$ cat config.mk
export PLATFORM = sky130hd
export DESIGN_NAME = sicmd_issuer
export DESIGN_NICKNAME = d
export VERILOG_FILES = /design/src/sicmd_pkg.sv /design/src/sicmd_issuer.sv
export SDC_FILE = /design/constraint.sdc
export NUM_CORES = 1
export LEC_CHECK = 0
export CAP_MARGIN = 15
export CORE_UTILIZATION = 55
export DETAILED_ROUTE_END_ITERATION = 12
export DONT_BUFFER_PORTS = 1
export GPL_TIMING_DRIVEN = 1
export PLACE_DENSITY = 0.82
export SYNTH_ARGS = -nofsm -noshare
export SYNTH_HDL_FRONTEND = slang
export SYNTH_SLANG_ARGS = --single-unit
export TNS_END_PERCENT = 10
$ cat constraint.sdc
create_clock -name clk -period 2.5 [get_ports clk]
set_input_delay 0.25 -clock clk [delete_from_list [all_inputs] [get_ports clk]]
set_output_delay 0.25 -clock clk [all_outputs]
set_load 0.02 [all_outputs]
$ cat src/sicmd_pkg.sv
// Package with register map, field layout and command codes
package sicmd_pkg;
    // ==========================================================
    // Register map (word byte addresses)
    localparam logic [3:0]  SICMD_ADDR_CMD     = 4'h0;
    localparam logic [3:0]  SICMD_ADDR_ROW     = 4'h4;
    localparam logic [3:0]  SICMD_ADDR_STATUS  = 4'h8;
    // ==========================================================
    // Field positions of the command register
    localparam int          SICMD_BCAST_BIT    = 10;
    localparam int          SICMD_MODE_HI      = 9;
    localparam int          SICMD_MODE_LO      = 8;
    localparam int          SICMD_GO_BIT       = 7;
    localparam int          SICMD_CHAN_BIT     = 6;
    localparam int          SICMD_SIDE_HI      = 5;
    localparam int          SICMD_SIDE_LO      = 3;
    localparam int          SICMD_OP_HI        = 2;
    localparam int          SICMD_OP_LO        = 0;
    localparam int          SICMD_PRE_ALL_BIT  = 10;  // Bit of the row value
    // ==========================================================
    // Reset values, and the strobe delay default loaded at calibration end
    localparam logic [15:0] SICMD_CMD_RESET    = 16'h0000;
    localparam logic [15:0] SICMD_ROW_RESET    = 16'h0000;
    localparam logic [3:0]  SICMD_DQS_DEFAULT  = 4'h2;
    // ==========================================================
    // Opcodes
    localparam logic [2:0]  SICMD_OP_NOP       = 3'h0;
    localparam logic [2:0]  SICMD_OP_CAL       = 3'h1;
    localparam logic [2:0]  SICMD_OP_PRE       = 3'h2;
    localparam logic [2:0]  SICMD_OP_MRS       = 3'h3;
    localparam logic [2:0]  SICMD_OP_REF       = 3'h5;
    // SDRAM command encodings {ras_n, cas_n, we_n}
    localparam logic [2:0]  SICMD_PIN_NOP      = 3'h7;
    localparam logic [2:0]  SICMD_PIN_PRE      = 3'h2;
    localparam logic [2:0]  SICMD_PIN_MRS      = 3'h0;
    localparam logic [2:0]  SICMD_PIN_REF      = 3'h1;
    // ==========================================================
    // Timing
    localparam int          SICMD_CLK_MHZ      = 250;
    localparam int          SICMD_CAL_NS       = 200;
    localparam int          SICMD_CAL_CYC      =
        (SICMD_CAL_NS * SICMD_CLK_MHZ + 999) / 1000;
    localparam logic [7:0]  SICMD_CAL_CNT      = 8'(SICMD_CAL_CYC);
endpackage : sicmd_pkg

$ cat src/sicmd_issuer.sv
// Software-triggered SDRAM initialisation command issuer
//
// Chosen here: the Avalon-MM slave port and the address map.
`timescale 1ns/1ps
`default_nettype none
// Overview of operation
// RL1: Broadcast set sends the command to all rows on both channels.
// RL2: Broadcast clear sends only to selected channel and side.
// RL3: Mode register set drives mode_function_bits onto BA[1:0].
// RL4: Mode register set drives A[14:0] from the row value register.
// RL5: Writing go starts the command; go clears once it finishes.
// RL6: Software waits for go to read zero before rewriting.
// RL7: Software programs the opcode, then sets go.
// RL8: channel_select one picks channel 1, zero picks channel 0.
// RL9: side_select value 0 to 7 picks chip select 0 to 7.
// RL10: Opcode 000 issues a no-operation to the selected side.
// RL11: Opcode 001 calibrates both channels, strobe delay to default.
// RL12: Software never calibrates during self-refresh.
// RL13: Opcode 010 precharges; bank bits and A10 pick single or all.
// RL14: Opcode 011 issues mode register set from both registers.
// RL15: Opcode 101 auto refreshes the selected side, ignoring broadcast.
// RL16: Reserved opcodes drive no command and still clear go.
module sicmd_issuer
    import sicmd_pkg::*;
(
    input  wire logic        clk,
    input  wire logic        rst_n,
    input  wire logic [3:0]  avs_address,
    input  wire logic        avs_read,
    input  wire logic        avs_write,
    input  wire logic [31:0] avs_writedata,
    input  wire logic [3:0]  avs_byteenable,
    output logic      [31:0] avs_readdata,
    output logic             avs_waitrequest,
    output logic      [7:0]  sd0_cs_n,
    output logic      [7:0]  sd1_cs_n,
    output logic             sd_ras_n,
    output logic             sd_cas_n,
    output logic             sd_we_n,
    output logic      [1:0]  sd_ba,
    output logic      [14:0] sd_addr,
    output logic      [3:0]  dqs_delay,
    output logic      [1:0]  cal_active
);
    // ==========================================================
    // State machine
    typedef enum logic [3:0] {
        SICMD_IDLE  = 4'b0001,
        SICMD_ISSUE = 4'b0010,
        SICMD_CAL   = 4'b0100,
        SICMD_DONE  = 4'b1000
    } sicmd_state_e;

    sicmd_state_e state_reg;
    sicmd_state_e state_next;
    logic [15:0]  cmd_reg;
    logic [15:0]  row_reg;
    logic [7:0]   cal_cnt_reg;
    logic         ack_reg;

    // ==========================================================
    // Bus decode
    wire         req       = (avs_read | avs_write) & ~ack_reg;
    wire         hit_cmd   = avs_address == SICMD_ADDR_CMD;
    wire         hit_row   = avs_address == SICMD_ADDR_ROW;
    wire         hit_stat  = avs_address == SICMD_ADDR_STATUS;
    wire         wr_lo     = req & avs_write & avs_byteenable[0];
    wire         wr_hi     = req & avs_write & avs_byteenable[1];
    wire         wr_cmd    = hit_cmd & (wr_lo | wr_hi);
    wire [15:0]  wmask     = {{8{wr_hi}}, {8{wr_lo}}};
    wire [15:0]  cmd_wr    = (cmd_reg & ~wmask)
                           | (avs_writedata[15:0] & wmask);
    wire         go        = cmd_reg[SICMD_GO_BIT];
    wire         bcast     = cmd_reg[SICMD_BCAST_BIT];
    wire         chan      = cmd_reg[SICMD_CHAN_BIT];
    wire [2:0]   side      = cmd_reg[SICMD_SIDE_HI:SICMD_SIDE_LO];
    wire [2:0]   opcode    = cmd_reg[SICMD_OP_HI:SICMD_OP_LO];
    wire [31:0]  rd_mux    = hit_cmd  ? {16'h0000, cmd_reg}
                           : hit_row  ? {16'h0000, row_reg}
                           : hit_stat ? {27'h0000000, state_reg, go}
                           : 32'h00000000;

    // ==========================================================
    // Target chip selects (active high, inverted onto the sd0_cs_n and sd1_cs_n pins)
    wire [7:0]   side_oh   = 8'h01 << side;                       // RL9
    wire         all_rows  = bcast & (opcode != SICMD_OP_REF);    // RL15
    wire [7:0]   cs0_sel   = all_rows ? 8'hFF                     // RL1
                           : (~chan ? side_oh : 8'h00);           // RL8
    wire [7:0]   cs1_sel   = all_rows ? 8'hFF
                           : (chan ? side_oh : 8'h00);            // RL2
    wire         op_valid  = opcode == SICMD_OP_NOP
                           | opcode == SICMD_OP_PRE
                           | opcode == SICMD_OP_MRS
                           | opcode == SICMD_OP_REF;
    wire [2:0]   pins      = opcode == SICMD_OP_PRE ? SICMD_PIN_PRE  // RL13
                           : opcode == SICMD_OP_MRS ? SICMD_PIN_MRS  // RL14
                           : opcode == SICMD_OP_REF ? SICMD_PIN_REF  // RL15
                           : SICMD_PIN_NOP;                          // RL10

    // ==========================================================
    // Next state
    always_comb begin
        case (state_reg)
            SICMD_IDLE: begin
                if (go && opcode == SICMD_OP_CAL) begin
                    state_next = SICMD_CAL;                       // RL11
                end else if (go) begin
                    state_next = SICMD_ISSUE;                     // RL5
                end else begin
                    state_next = SICMD_IDLE;
                end
            end
            SICMD_ISSUE: state_next = SICMD_DONE;
            SICMD_CAL: begin
                if (cal_cnt_reg == 8'h01) begin
                    state_next = SICMD_DONE;
                end else begin
                    state_next = SICMD_CAL;
                end
            end
            SICMD_DONE:  state_next = SICMD_IDLE;
            default:     state_next = SICMD_IDLE;
        endcase
    end

    // ==========================================================
    // Bus handshake: one wait cycle, then answer
    always_ff @(posedge clk or negedge rst_n) begin
        if (!rst_n) begin
            ack_reg         <= 1'b0;
            avs_waitrequest <= 1'b1;
            avs_readdata    <= 32'h00000000;
        end else begin
            ack_reg         <= req;
            avs_waitrequest <= ~req;  // Low for one cycle per access
            if (req) begin
                avs_readdata <= rd_mux;
            end
        end
    end

    // ==========================================================
    // Registers; go cleared at command completion (RL5, RL16)
    always_ff @(posedge clk or negedge rst_n) begin
        if (!rst_n) begin
            cmd_reg <= SICMD_CMD_RESET;
            row_reg <= SICMD_ROW_RESET;
        end else begin
            if (wr_cmd) begin
                cmd_reg <= cmd_wr;
            end else if (state_reg == SICMD_DONE) begin
                cmd_reg[SICMD_GO_BIT] <= 1'b0;                    // RL5
            end
            if (hit_row & wr_lo) begin
                row_reg[7:0] <= avs_writedata[7:0];
            end
            if (hit_row & wr_hi) begin
                row_reg[15:8] <= avs_writedata[15:8];
            end
        end
    end

    // ==========================================================
    // State, calibration timer
    always_ff @(posedge clk or negedge rst_n) begin
        if (!rst_n) begin
            state_reg   <= SICMD_IDLE;
            cal_cnt_reg <= 8'h00;
        end else begin
            state_reg <= state_next;
            if (state_reg == SICMD_IDLE) begin
                cal_cnt_reg <= SICMD_CAL_CNT;
            end else if (state_reg == SICMD_CAL) begin
                cal_cnt_reg <= cal_cnt_reg - 8'h01;
            end
        end
    end

    // ==========================================================
    // SDRAM pins: command held one cycle in ISSUE
    always_ff @(posedge clk or negedge rst_n) begin
        if (!rst_n) begin
            sd0_cs_n   <= 8'hFF;
            sd1_cs_n   <= 8'hFF;
            {sd_ras_n, sd_cas_n, sd_we_n} <= SICMD_PIN_NOP;
            sd_ba      <= 2'h0;
            sd_addr    <= 15'h0000;
            dqs_delay  <= 4'h0;
            cal_active <= 2'h0;
        end else begin
            if (state_next == SICMD_ISSUE && op_valid) begin      // RL16
                sd0_cs_n <= ~cs0_sel;
                sd1_cs_n <= ~cs1_sel;
                {sd_ras_n, sd_cas_n, sd_we_n} <= pins;
                sd_ba    <= cmd_reg[SICMD_MODE_HI:SICMD_MODE_LO]; // RL3
                sd_addr  <= row_reg[14:0];                        // RL4
            end else begin
                sd0_cs_n <= 8'hFF;
                sd1_cs_n <= 8'hFF;
                {sd_ras_n, sd_cas_n, sd_we_n} <= SICMD_PIN_NOP;
            end
            cal_active <= {2{state_next == SICMD_CAL}};           // RL11
            if (state_reg == SICMD_CAL && state_next == SICMD_DONE) begin
                dqs_delay <= SICMD_DQS_DEFAULT;                   // RL11
            end
        end
    end

    // ==========================================================
    // Assertions
    logic [7:0]   cal_len_reg;

    // Helper count of the cycles spent in calibration
    always_ff @(posedge clk or negedge rst_n) begin
        if (!rst_n) begin
            cal_len_reg <= 8'h00;
        end else if (state_reg == SICMD_CAL) begin
            cal_len_reg <= cal_len_reg + 8'h01;
        end else begin
            cal_len_reg <= 8'h00;
        end
    end

    // Go clears once the command is done
    a_go_clears_done: assert property ( // RL5
        @(posedge clk) disable iff (!rst_n)
        (state_reg == SICMD_DONE && !wr_cmd)
        |=> !go)
        else $error("go not cleared after completion");

    // A set go leaves idle on the next edge
    a_go_starts_cmd: assert property ( // RL5
        @(posedge clk) disable iff (!rst_n)
        (state_reg == SICMD_IDLE && go)
        |=> state_reg != SICMD_IDLE)
        else $error("go did not start a command");

    // Mode set carries the mode function bits on the bank pins
    a_mrs_ba_drive: assert property ( // RL3
        @(posedge clk) disable iff (!rst_n)
        (state_next == SICMD_ISSUE && opcode == SICMD_OP_MRS)
        |=> sd_ba == $past(cmd_reg[9:8]) && !sd_we_n)
        else $error("mode set bank bits wrong");

    // Mode set carries the row value on the address pins
    a_mrs_addr_drive: assert property ( // RL4
        @(posedge clk) disable iff (!rst_n)
        (state_next == SICMD_ISSUE && opcode == SICMD_OP_MRS)
        |=> sd_addr == $past(row_reg[14:0]))
        else $error("mode set address wrong");

    // Broadcast selects every row of both channels, except for auto refresh
    a_bcast_all_rows: assert property ( // RL1
        @(posedge clk) disable iff (!rst_n)
        (state_next == SICMD_ISSUE && bcast && opcode != SICMD_OP_REF
         && op_valid)
        |=> sd0_cs_n == 8'h00 && sd1_cs_n == 8'h00)
        else $error("broadcast missed rows");

    // Without broadcast exactly one row is selected
    a_sel_one_row: assert property ( // RL2
        @(posedge clk) disable iff (!rst_n)
        (state_next == SICMD_ISSUE && (!bcast || opcode == SICMD_OP_REF)
         && op_valid)
        |=> $countones(~{sd1_cs_n, sd0_cs_n}) == 1)
        else $error("single target not unique");

    // Channel picks the chip select bank, side picks the line in it
    a_chan_side_map: assert property ( // RL8 RL9
        @(posedge clk) disable iff (!rst_n)
        (state_next == SICMD_ISSUE && (!bcast || opcode == SICMD_OP_REF)
         && op_valid)
        |=> ~{sd1_cs_n, sd0_cs_n} == 16'h0001 << $past({chan, side}))
        else $error("channel or side mapping wrong");

    // No-operation drives idle pins to a selected row
    a_nop_pins: assert property ( // RL10
        @(posedge clk) disable iff (!rst_n)
        (state_next == SICMD_ISSUE && opcode == SICMD_OP_NOP)
        |=> {sd_ras_n, sd_cas_n, sd_we_n} == SICMD_PIN_NOP
            && (sd0_cs_n & sd1_cs_n) != 8'hFF)
        else $error("nop not issued");

    // Precharge command encoding
    a_pre_pins: assert property ( // RL13
        @(posedge clk) disable iff (!rst_n)
        (state_next == SICMD_ISSUE && opcode == SICMD_OP_PRE)
        |=> {sd_ras_n, sd_cas_n, sd_we_n} == SICMD_PIN_PRE)
        else $error("precharge not issued");

    // Auto refresh command encoding
    a_ref_pins: assert property ( // RL15
        @(posedge clk) disable iff (!rst_n)
        (state_next == SICMD_ISSUE && opcode == SICMD_OP_REF)
        |=> {sd_ras_n, sd_cas_n, sd_we_n} == SICMD_PIN_REF)
        else $error("refresh not issued");

    // Auto refresh reaches one row even with broadcast set
    a_ref_skips_bcast: assert property ( // RL15
        @(posedge clk) disable iff (!rst_n)
        (state_next == SICMD_ISSUE && opcode == SICMD_OP_REF && bcast)
        |=> $countones(~{sd1_cs_n, sd0_cs_n}) == 1)
        else $error("refresh went to several rows");

    // Mode register set command encoding
    a_mrs_pins: assert property ( // RL14
        @(posedge clk) disable iff (!rst_n)
        (state_next == SICMD_ISSUE && opcode == SICMD_OP_MRS)
        |=> {sd_ras_n, sd_cas_n, sd_we_n} == SICMD_PIN_MRS)
        else $error("mode set not issued");

    // Calibration end loads the default strobe delay
    a_cal_delay_set: assert property ( // RL11
        @(posedge clk) disable iff (!rst_n)
        (state_reg == SICMD_CAL && state_next == SICMD_DONE)
        |=> dqs_delay == SICMD_DQS_DEFAULT && cal_active == 2'h0)
        else $error("calibration end wrong");

    // Both channels calibrate together, with no command sent
    a_cal_both_chan: assert property ( // RL11
        @(posedge clk) disable iff (!rst_n)
        (state_reg == SICMD_CAL)
        |-> cal_active == 2'h3 && (sd0_cs_n & sd1_cs_n) == 8'hFF)
        else $error("calibration not on both channels");

    // Calibration lasts its full count of cycles
    a_cal_length: assert property ( // RL11
        @(posedge clk) disable iff (!rst_n)
        (state_reg == SICMD_CAL && state_next == SICMD_DONE)
        |-> cal_len_reg == SICMD_CAL_CNT - 8'h01)
        else $error("calibration length wrong");

    // Reserved opcodes leave every chip select high
    a_rsvd_silent: assert property ( // RL16
        @(posedge clk) disable iff (!rst_n)
        (state_reg == SICMD_IDLE && go && !op_valid
         && opcode != SICMD_OP_CAL)
        |=> (sd0_cs_n & sd1_cs_n) == 8'hFF
            ##1 (sd0_cs_n & sd1_cs_n) == 8'hFF)
        else $error("reserved opcode drove a command");

    // Reserved opcodes still clear go
    a_rsvd_go_clears: assert property ( // RL16
        @(posedge clk) disable iff (!rst_n)
        (state_reg == SICMD_IDLE && go && !op_valid
         && opcode != SICMD_OP_CAL)
        |=> ##2 !go)
        else $error("reserved opcode left go set");

    // Chip selects go low only while a command is issued
    a_cs_only_issue: assert property ( // RL5
        @(posedge clk) disable iff (!rst_n)
        ((sd0_cs_n & sd1_cs_n) != 8'hFF)
        |-> state_reg == SICMD_ISSUE)
        else $error("command outside issue state");

    // A taken access is answered on the next cycle
    a_wait_one_cycle: assert property (
        @(posedge clk) disable iff (!rst_n)
        ((avs_read || avs_write) && avs_waitrequest)
        |=> !avs_waitrequest)
        else $error("access not answered in one cycle");

    // The answer stands for one cycle only
    a_wait_stands_one: assert property (
        @(posedge clk) disable iff (!rst_n)
        (!avs_waitrequest)
        |=> avs_waitrequest)
        else $error("answer held too long");
endmodule : sicmd_issuer
`default_nettype wire

Word level (Yosys, flattened, before mapping)
Cells that the tools add are included.

word-level totals
  register bits after elaboration = 116
  input port bits = 44

operators by class
  muxes and demuxes = 23
  shift-type cells = 1
  bitwise logic cells = 21
  $add $sub $neg = 1
  reduce and logical (&&, ||, !) cells = 7
  equality and inequality tests = 15

operators with widths
  operator                                           number
  2-to-1 mux 8 bit                                   8
  AND 16 bit                                         2
  2-to-1 mux 16 bit                                  2
  NOT 16 bit                                         1
  NOT 8 bit                                          2
  OR 16 bit                                          1
  == test 4 x 3 -> 1 bit (second input constant)     3
  == test 4 bit (second input constant)              3
  one-hot mux 4 bit (3 select lines)                 1
  2-to-1 mux 3 bit                                   3
  AND 1 bit                                          8
  == test 4 x 2 -> 1 bit (second input constant)     2
  == test 8 x 1 -> 1 bit (second input constant)     1
  2-to-1 mux 4 bit                                   2
  left shift 1 x 3 -> 8 bit (first input constant)   1
  subtractor 8 x 1 -> 8 bit (second input constant)  1
  == test 3 x 2 -> 1 bit (second input constant)     2
  2-to-1 mux 1 bit                                   5
  2-to-1 mux 5 bit                                   1
  OR 1 bit                                           5
  == test 4 x 1 -> 1 bit (second input constant)     1
  zero test 4 bit                                    1
  nonzero test 2 bit                                 2
  == test 3 x 1 -> 1 bit (second input constant)     1
  other kinds (6)                                    9

Logic depth before layout (Yosys ltp)
  depth in word-level cells = 8
  gate-level depth with buffers = 6
  mapped depth without buffers = 6

Least setup slack after synthesis
No wires, ideal clock.

  path kind = reg-to-reg
  start = register state_reg[0]
  end = register sd_addr[10]
  data arrival time = 1,787 ps
  library setup time = 125 ps
  path buffers = 2
  stages on the path, launching flop included = 7
  path slack = 588 ps
  cells stage by stage = dfstp_2 clkbuf_2 nor4b_4 and2_4 nand3_4 buf_6 mux2_4

on the way
  word-level cells in the longest chain between the ends = 4
  elaborated cells between the ends (all ways) = 6
  those cells by class = eq/ne: 4; mux: 1; reduce/logical: 1

ends and longest elaborated chain
  element                                               RTL line             text
  start: declaration                                    sicmd_issuer.sv:54   sicmd_state_e state_reg;
  start signal: assignment                              sicmd_issuer.sv:170  state_reg <= state_next;
  == test 4 x 3 -> 1 bit, or another cell as far along  sicmd_issuer.sv:103  case (state_reg)
  one-hot mux 4 bit (3 select lines) *                  sicmd_issuer.sv:103
  == test 4 x 2 -> 1 bit *                              sicmd_issuer.sv:191  if (state_next == SICMD_ISSUE && op_valid) begin
  logical AND 1 bit *                                   sicmd_issuer.sv:191
  end signal: assignment                                sicmd_issuer.sv:196  sd_addr <= row_reg[14:0];
  end: declaration                                      sicmd_issuer.sv:41   output logic [14:0] sd_addr,

Mark *: on every way between the ends. The rest lies on a longest branch, timed or not.
A chain may end at the register's enable or synchronous reset.

Worst setup path in the final report
  start = register cal_cnt_reg[3]
  end = register state_reg[3]

on the way
  word-level cells in the longest chain between the ends = 3

ends and longest elaborated chain
  element                             RTL line             text
  start: declaration                  sicmd_issuer.sv:58   logic [7:0] cal_cnt_reg;
  start signal: assignment            sicmd_issuer.sv:174  cal_cnt_reg <= cal_cnt_reg - 8'h01;
  == test 8 x 1 -> 1 bit              sicmd_issuer.sv:115  if (cal_cnt_reg == 8'h01) begin
  2-to-1 mux 4 bit                    sicmd_issuer.sv:115
  one-hot mux 4 bit (3 select lines)  sicmd_issuer.sv:103
  via state_next[3]                   sicmd_issuer.sv:55   sicmd_state_e state_next;

The timed path passes the listed nets, and every way through them passes these cells.

==> results.yml <==
synth:
  synth.distinct_cells: 47
  yosys_warnings: 0
  synth_area_leader_cell: "dfrtp_1"
  synthesis.area_sq_mm: 0.00443
  async_flop_share_pct: 100
  synth_edf_count: 0
  ys_ff_latch: 100
  synthFlopType: "dfrtp_1"
  yosysSeqAreaShare_pct: 57.0
  netlist_instances: 374
  postSynthAreaPerCell_sq_um: 11.9
  synth_top_area_share_pct: 44.6
  ys_top_cells_by_area: "dfrtp_1 45%, dfstp_2 12%, mux2_2 9.7%"
clock_network:
  cts_resized: 0
  clock_latency_ns: 0.37
  htreeDepth: 3
  clockBufferDepth: 2
  root_buffer: "clkbuf_8"
  post_cts_buffers: 0
  cts_buffers: 9
  cts.reportedPaths.clkPinSlew_ns: 0.09
  cts.sinks: 100
  cts_tree: "done"
placement:
  dp.final_hpwl_mm: 5.91
  io_buffers: 0
  numPlacedInstances: 459
  gp_congestion: 0.837
setup_path:
  crit_path_cell_trace: "or4_1 -> nor4b_1 -> nand2_1 -> o41ai_1"
  path_class: "reg2reg"
  crit_slowest_cell: "nor4b_1"
  path_max_fanout: 4
  crit_family: "simple AND/OR/NAND/NOR gates"
  cp-end-kind: "register"
  crit_path_max_incr_delay_ns: 0.61
  critPathBufInv: 0
  critical_path_required_ns: 2.76
  cp-start-kind: "register"
  cp_data_arrival_time_ns: 2.26
drt:
  drc_errors: 0
  ant_nets: 0
  drt-pass1-iter-count: 4
  drtIter0Drc: 144
  wl_mm: 8.69
  wl_per_cell_um: 18.3
  via_per_inst: 5.60
  vias: 2661
grt:
  grt_antenna_before_repair: 0
  gr-max-usage-layer: "met2"
  grt_use_met2_pct: 33.5
  grt_start_max_net_pins: 101
  track_usage_pct: 22.3
  grt_pass1_wl_mm: 14.1
  overflow: 0
  grtUsageMet1_pct: 29.0
  met3_usage_pct: 8.96
  grt_pass1_vias: 2644
timing:
  skew_ns: 0.00849
  hold_ws_ns: -0.435
  rsz0062_at_grt: "no"
  relSlewSlack_pct: 53.2
  tns_ns: 0
  fin_crit_sh_pct: 80.2
  max_freq_mhz: 498
  slew_viol_final: 0
  setup_violations: 0
  fin_crit_ns: 2.01
  hold_viol_final: 100
  worstMarginPinSlew_ns: 0.692
floorplanning:
  die_w_um: 91.8
  fp.dieArea_sq_mm: 0.00843
  pin_count: 119
  core-area_sq_mm: 0.00777
  start_util_pct: 57.1
  die_h_um: 91.8
  rows: 32
power:
  total_power_uw: 4530
  vdd_drop_max_v: 0.000431
  leakagePower_uw: 0.00211
  power.density_mw_per_mm2: 973
run_status:
  violations: "negative hold slack"
  status: "finished, violations left"
finish:
  seq_area_sq_mm: 0.00253
  utilization_pct: 59.9
  multi_input_area_sq_mm: 0.00171
  antenna_cells: 0
  area_growth_pct: 4.99
  drive_gt1_share_pct: 24.9
  stdcell_count: 475
  final_nets: 414
  fill_cells: 627
min_path:
  min_path_type: "in2async"
job:
  cap_violations: 0
## synth_stat cells (9+ instances only)
cell and instances:
dfstp_2 21, nor3_1 12, nand2b_1 11, clkbuf_1 9, inv_1 10, mux2_4 10
nand3_1 12, dfrtp_1 79, mux2_2 38, buf_4 20, o21ai_0 40, nand2_1 30
nor2_1 17, mux2i_1 10
## cell usage in the layout (no fill, tap or decap), types with 9 or more instances in the layout
master and instances:
clkbuf_8 9, conb_1 19, dfrtp_1 79, dfstp_2 21, inv_1 10, mux2_2 38, mux2_4 10, mux2i_1 10
nand2_1 30, nand2b_1 11, nand3_1 12, nor2_1 17, nor3_1 12, o21ai_0 40
## metrics by stage
stage | instance area [sq um] | setup slack [ns]
6_report | 4660 | 0.494
5_1_grt | 4660 | 0.424
4_1_cts | 4660 | 0.521
3_5_place_dp | 4420 | 0.559
3_3_place_gp | 4420 | 0.577
2_1_floorplan | 4500 | 0.588
## worst reg2reg max path, stage by stage (launching register included)
cell and delay, ns:
dfrtp_1 0.42, or4_1 0.56, nor4b_1 0.61, nand2_1 0.19
o41ai_1 0.11
## layer usage
metal,routed length (um),vias to the layer above
li1,-,1226
met1,3750,1346
met2,4140,81
met3,688,8
met4,108,0
met5,0,-
## cell type report
cell class | count | share of cell area (%)
inverters | 10 | 0.806
clock buffers | 11 | 2.82
repair buffers | 3 | 0.484
multi-input cells | 244 | 36.7
flip-flops and latches | 100 | 54.3
clock inverters | 5 | 2.18
well taps | 102 | 2.74
## where the power goes
group / internal (uW) / switching (uW)
clock: 663 / 543
sequential: 1960 / 466
combinational: 456 / 439
## final timing paths
check | slack, ns | startpoint | cells after the start | to
min reg2reg | 0.51 | register | 1 | sd_cas_n$_DFF_PN1_
max reg2reg | 0.49 | cal_cnt_reg[3]$_DFFE_PN0P_ | 4 | state_reg[3]$_DFF_PN0_
max in group asynchronous | 2.72 | rst_n | 0 | sd_cas_n$_DFF_PN1_
min | -0.43 | rst_n | 0 | avs_readdata[12]$_DFFE_PN0N_
max | 0.49 | cal_cnt_reg[3]$_DFFE_PN0P_ | 4 | state_reg[3]$_DFF_PN0_
min in group clk | 0.03 | avs_writedata[10] | 1 | register
## logic make-up after synthesis
kind of cell	Yosys count	share of synthesized area [%]
DFF	100	57.0
AOI/OAI and AO/OA	50	6.04
and+or+nand+nor	108	13.5
xor gates and xnor gates	7	1.38
muxes	58	15.3
adders and majority gates	2	0.564
buffers and inverters	48	6.09
other	1	0.0846
(Power assumes the default switching activity.)
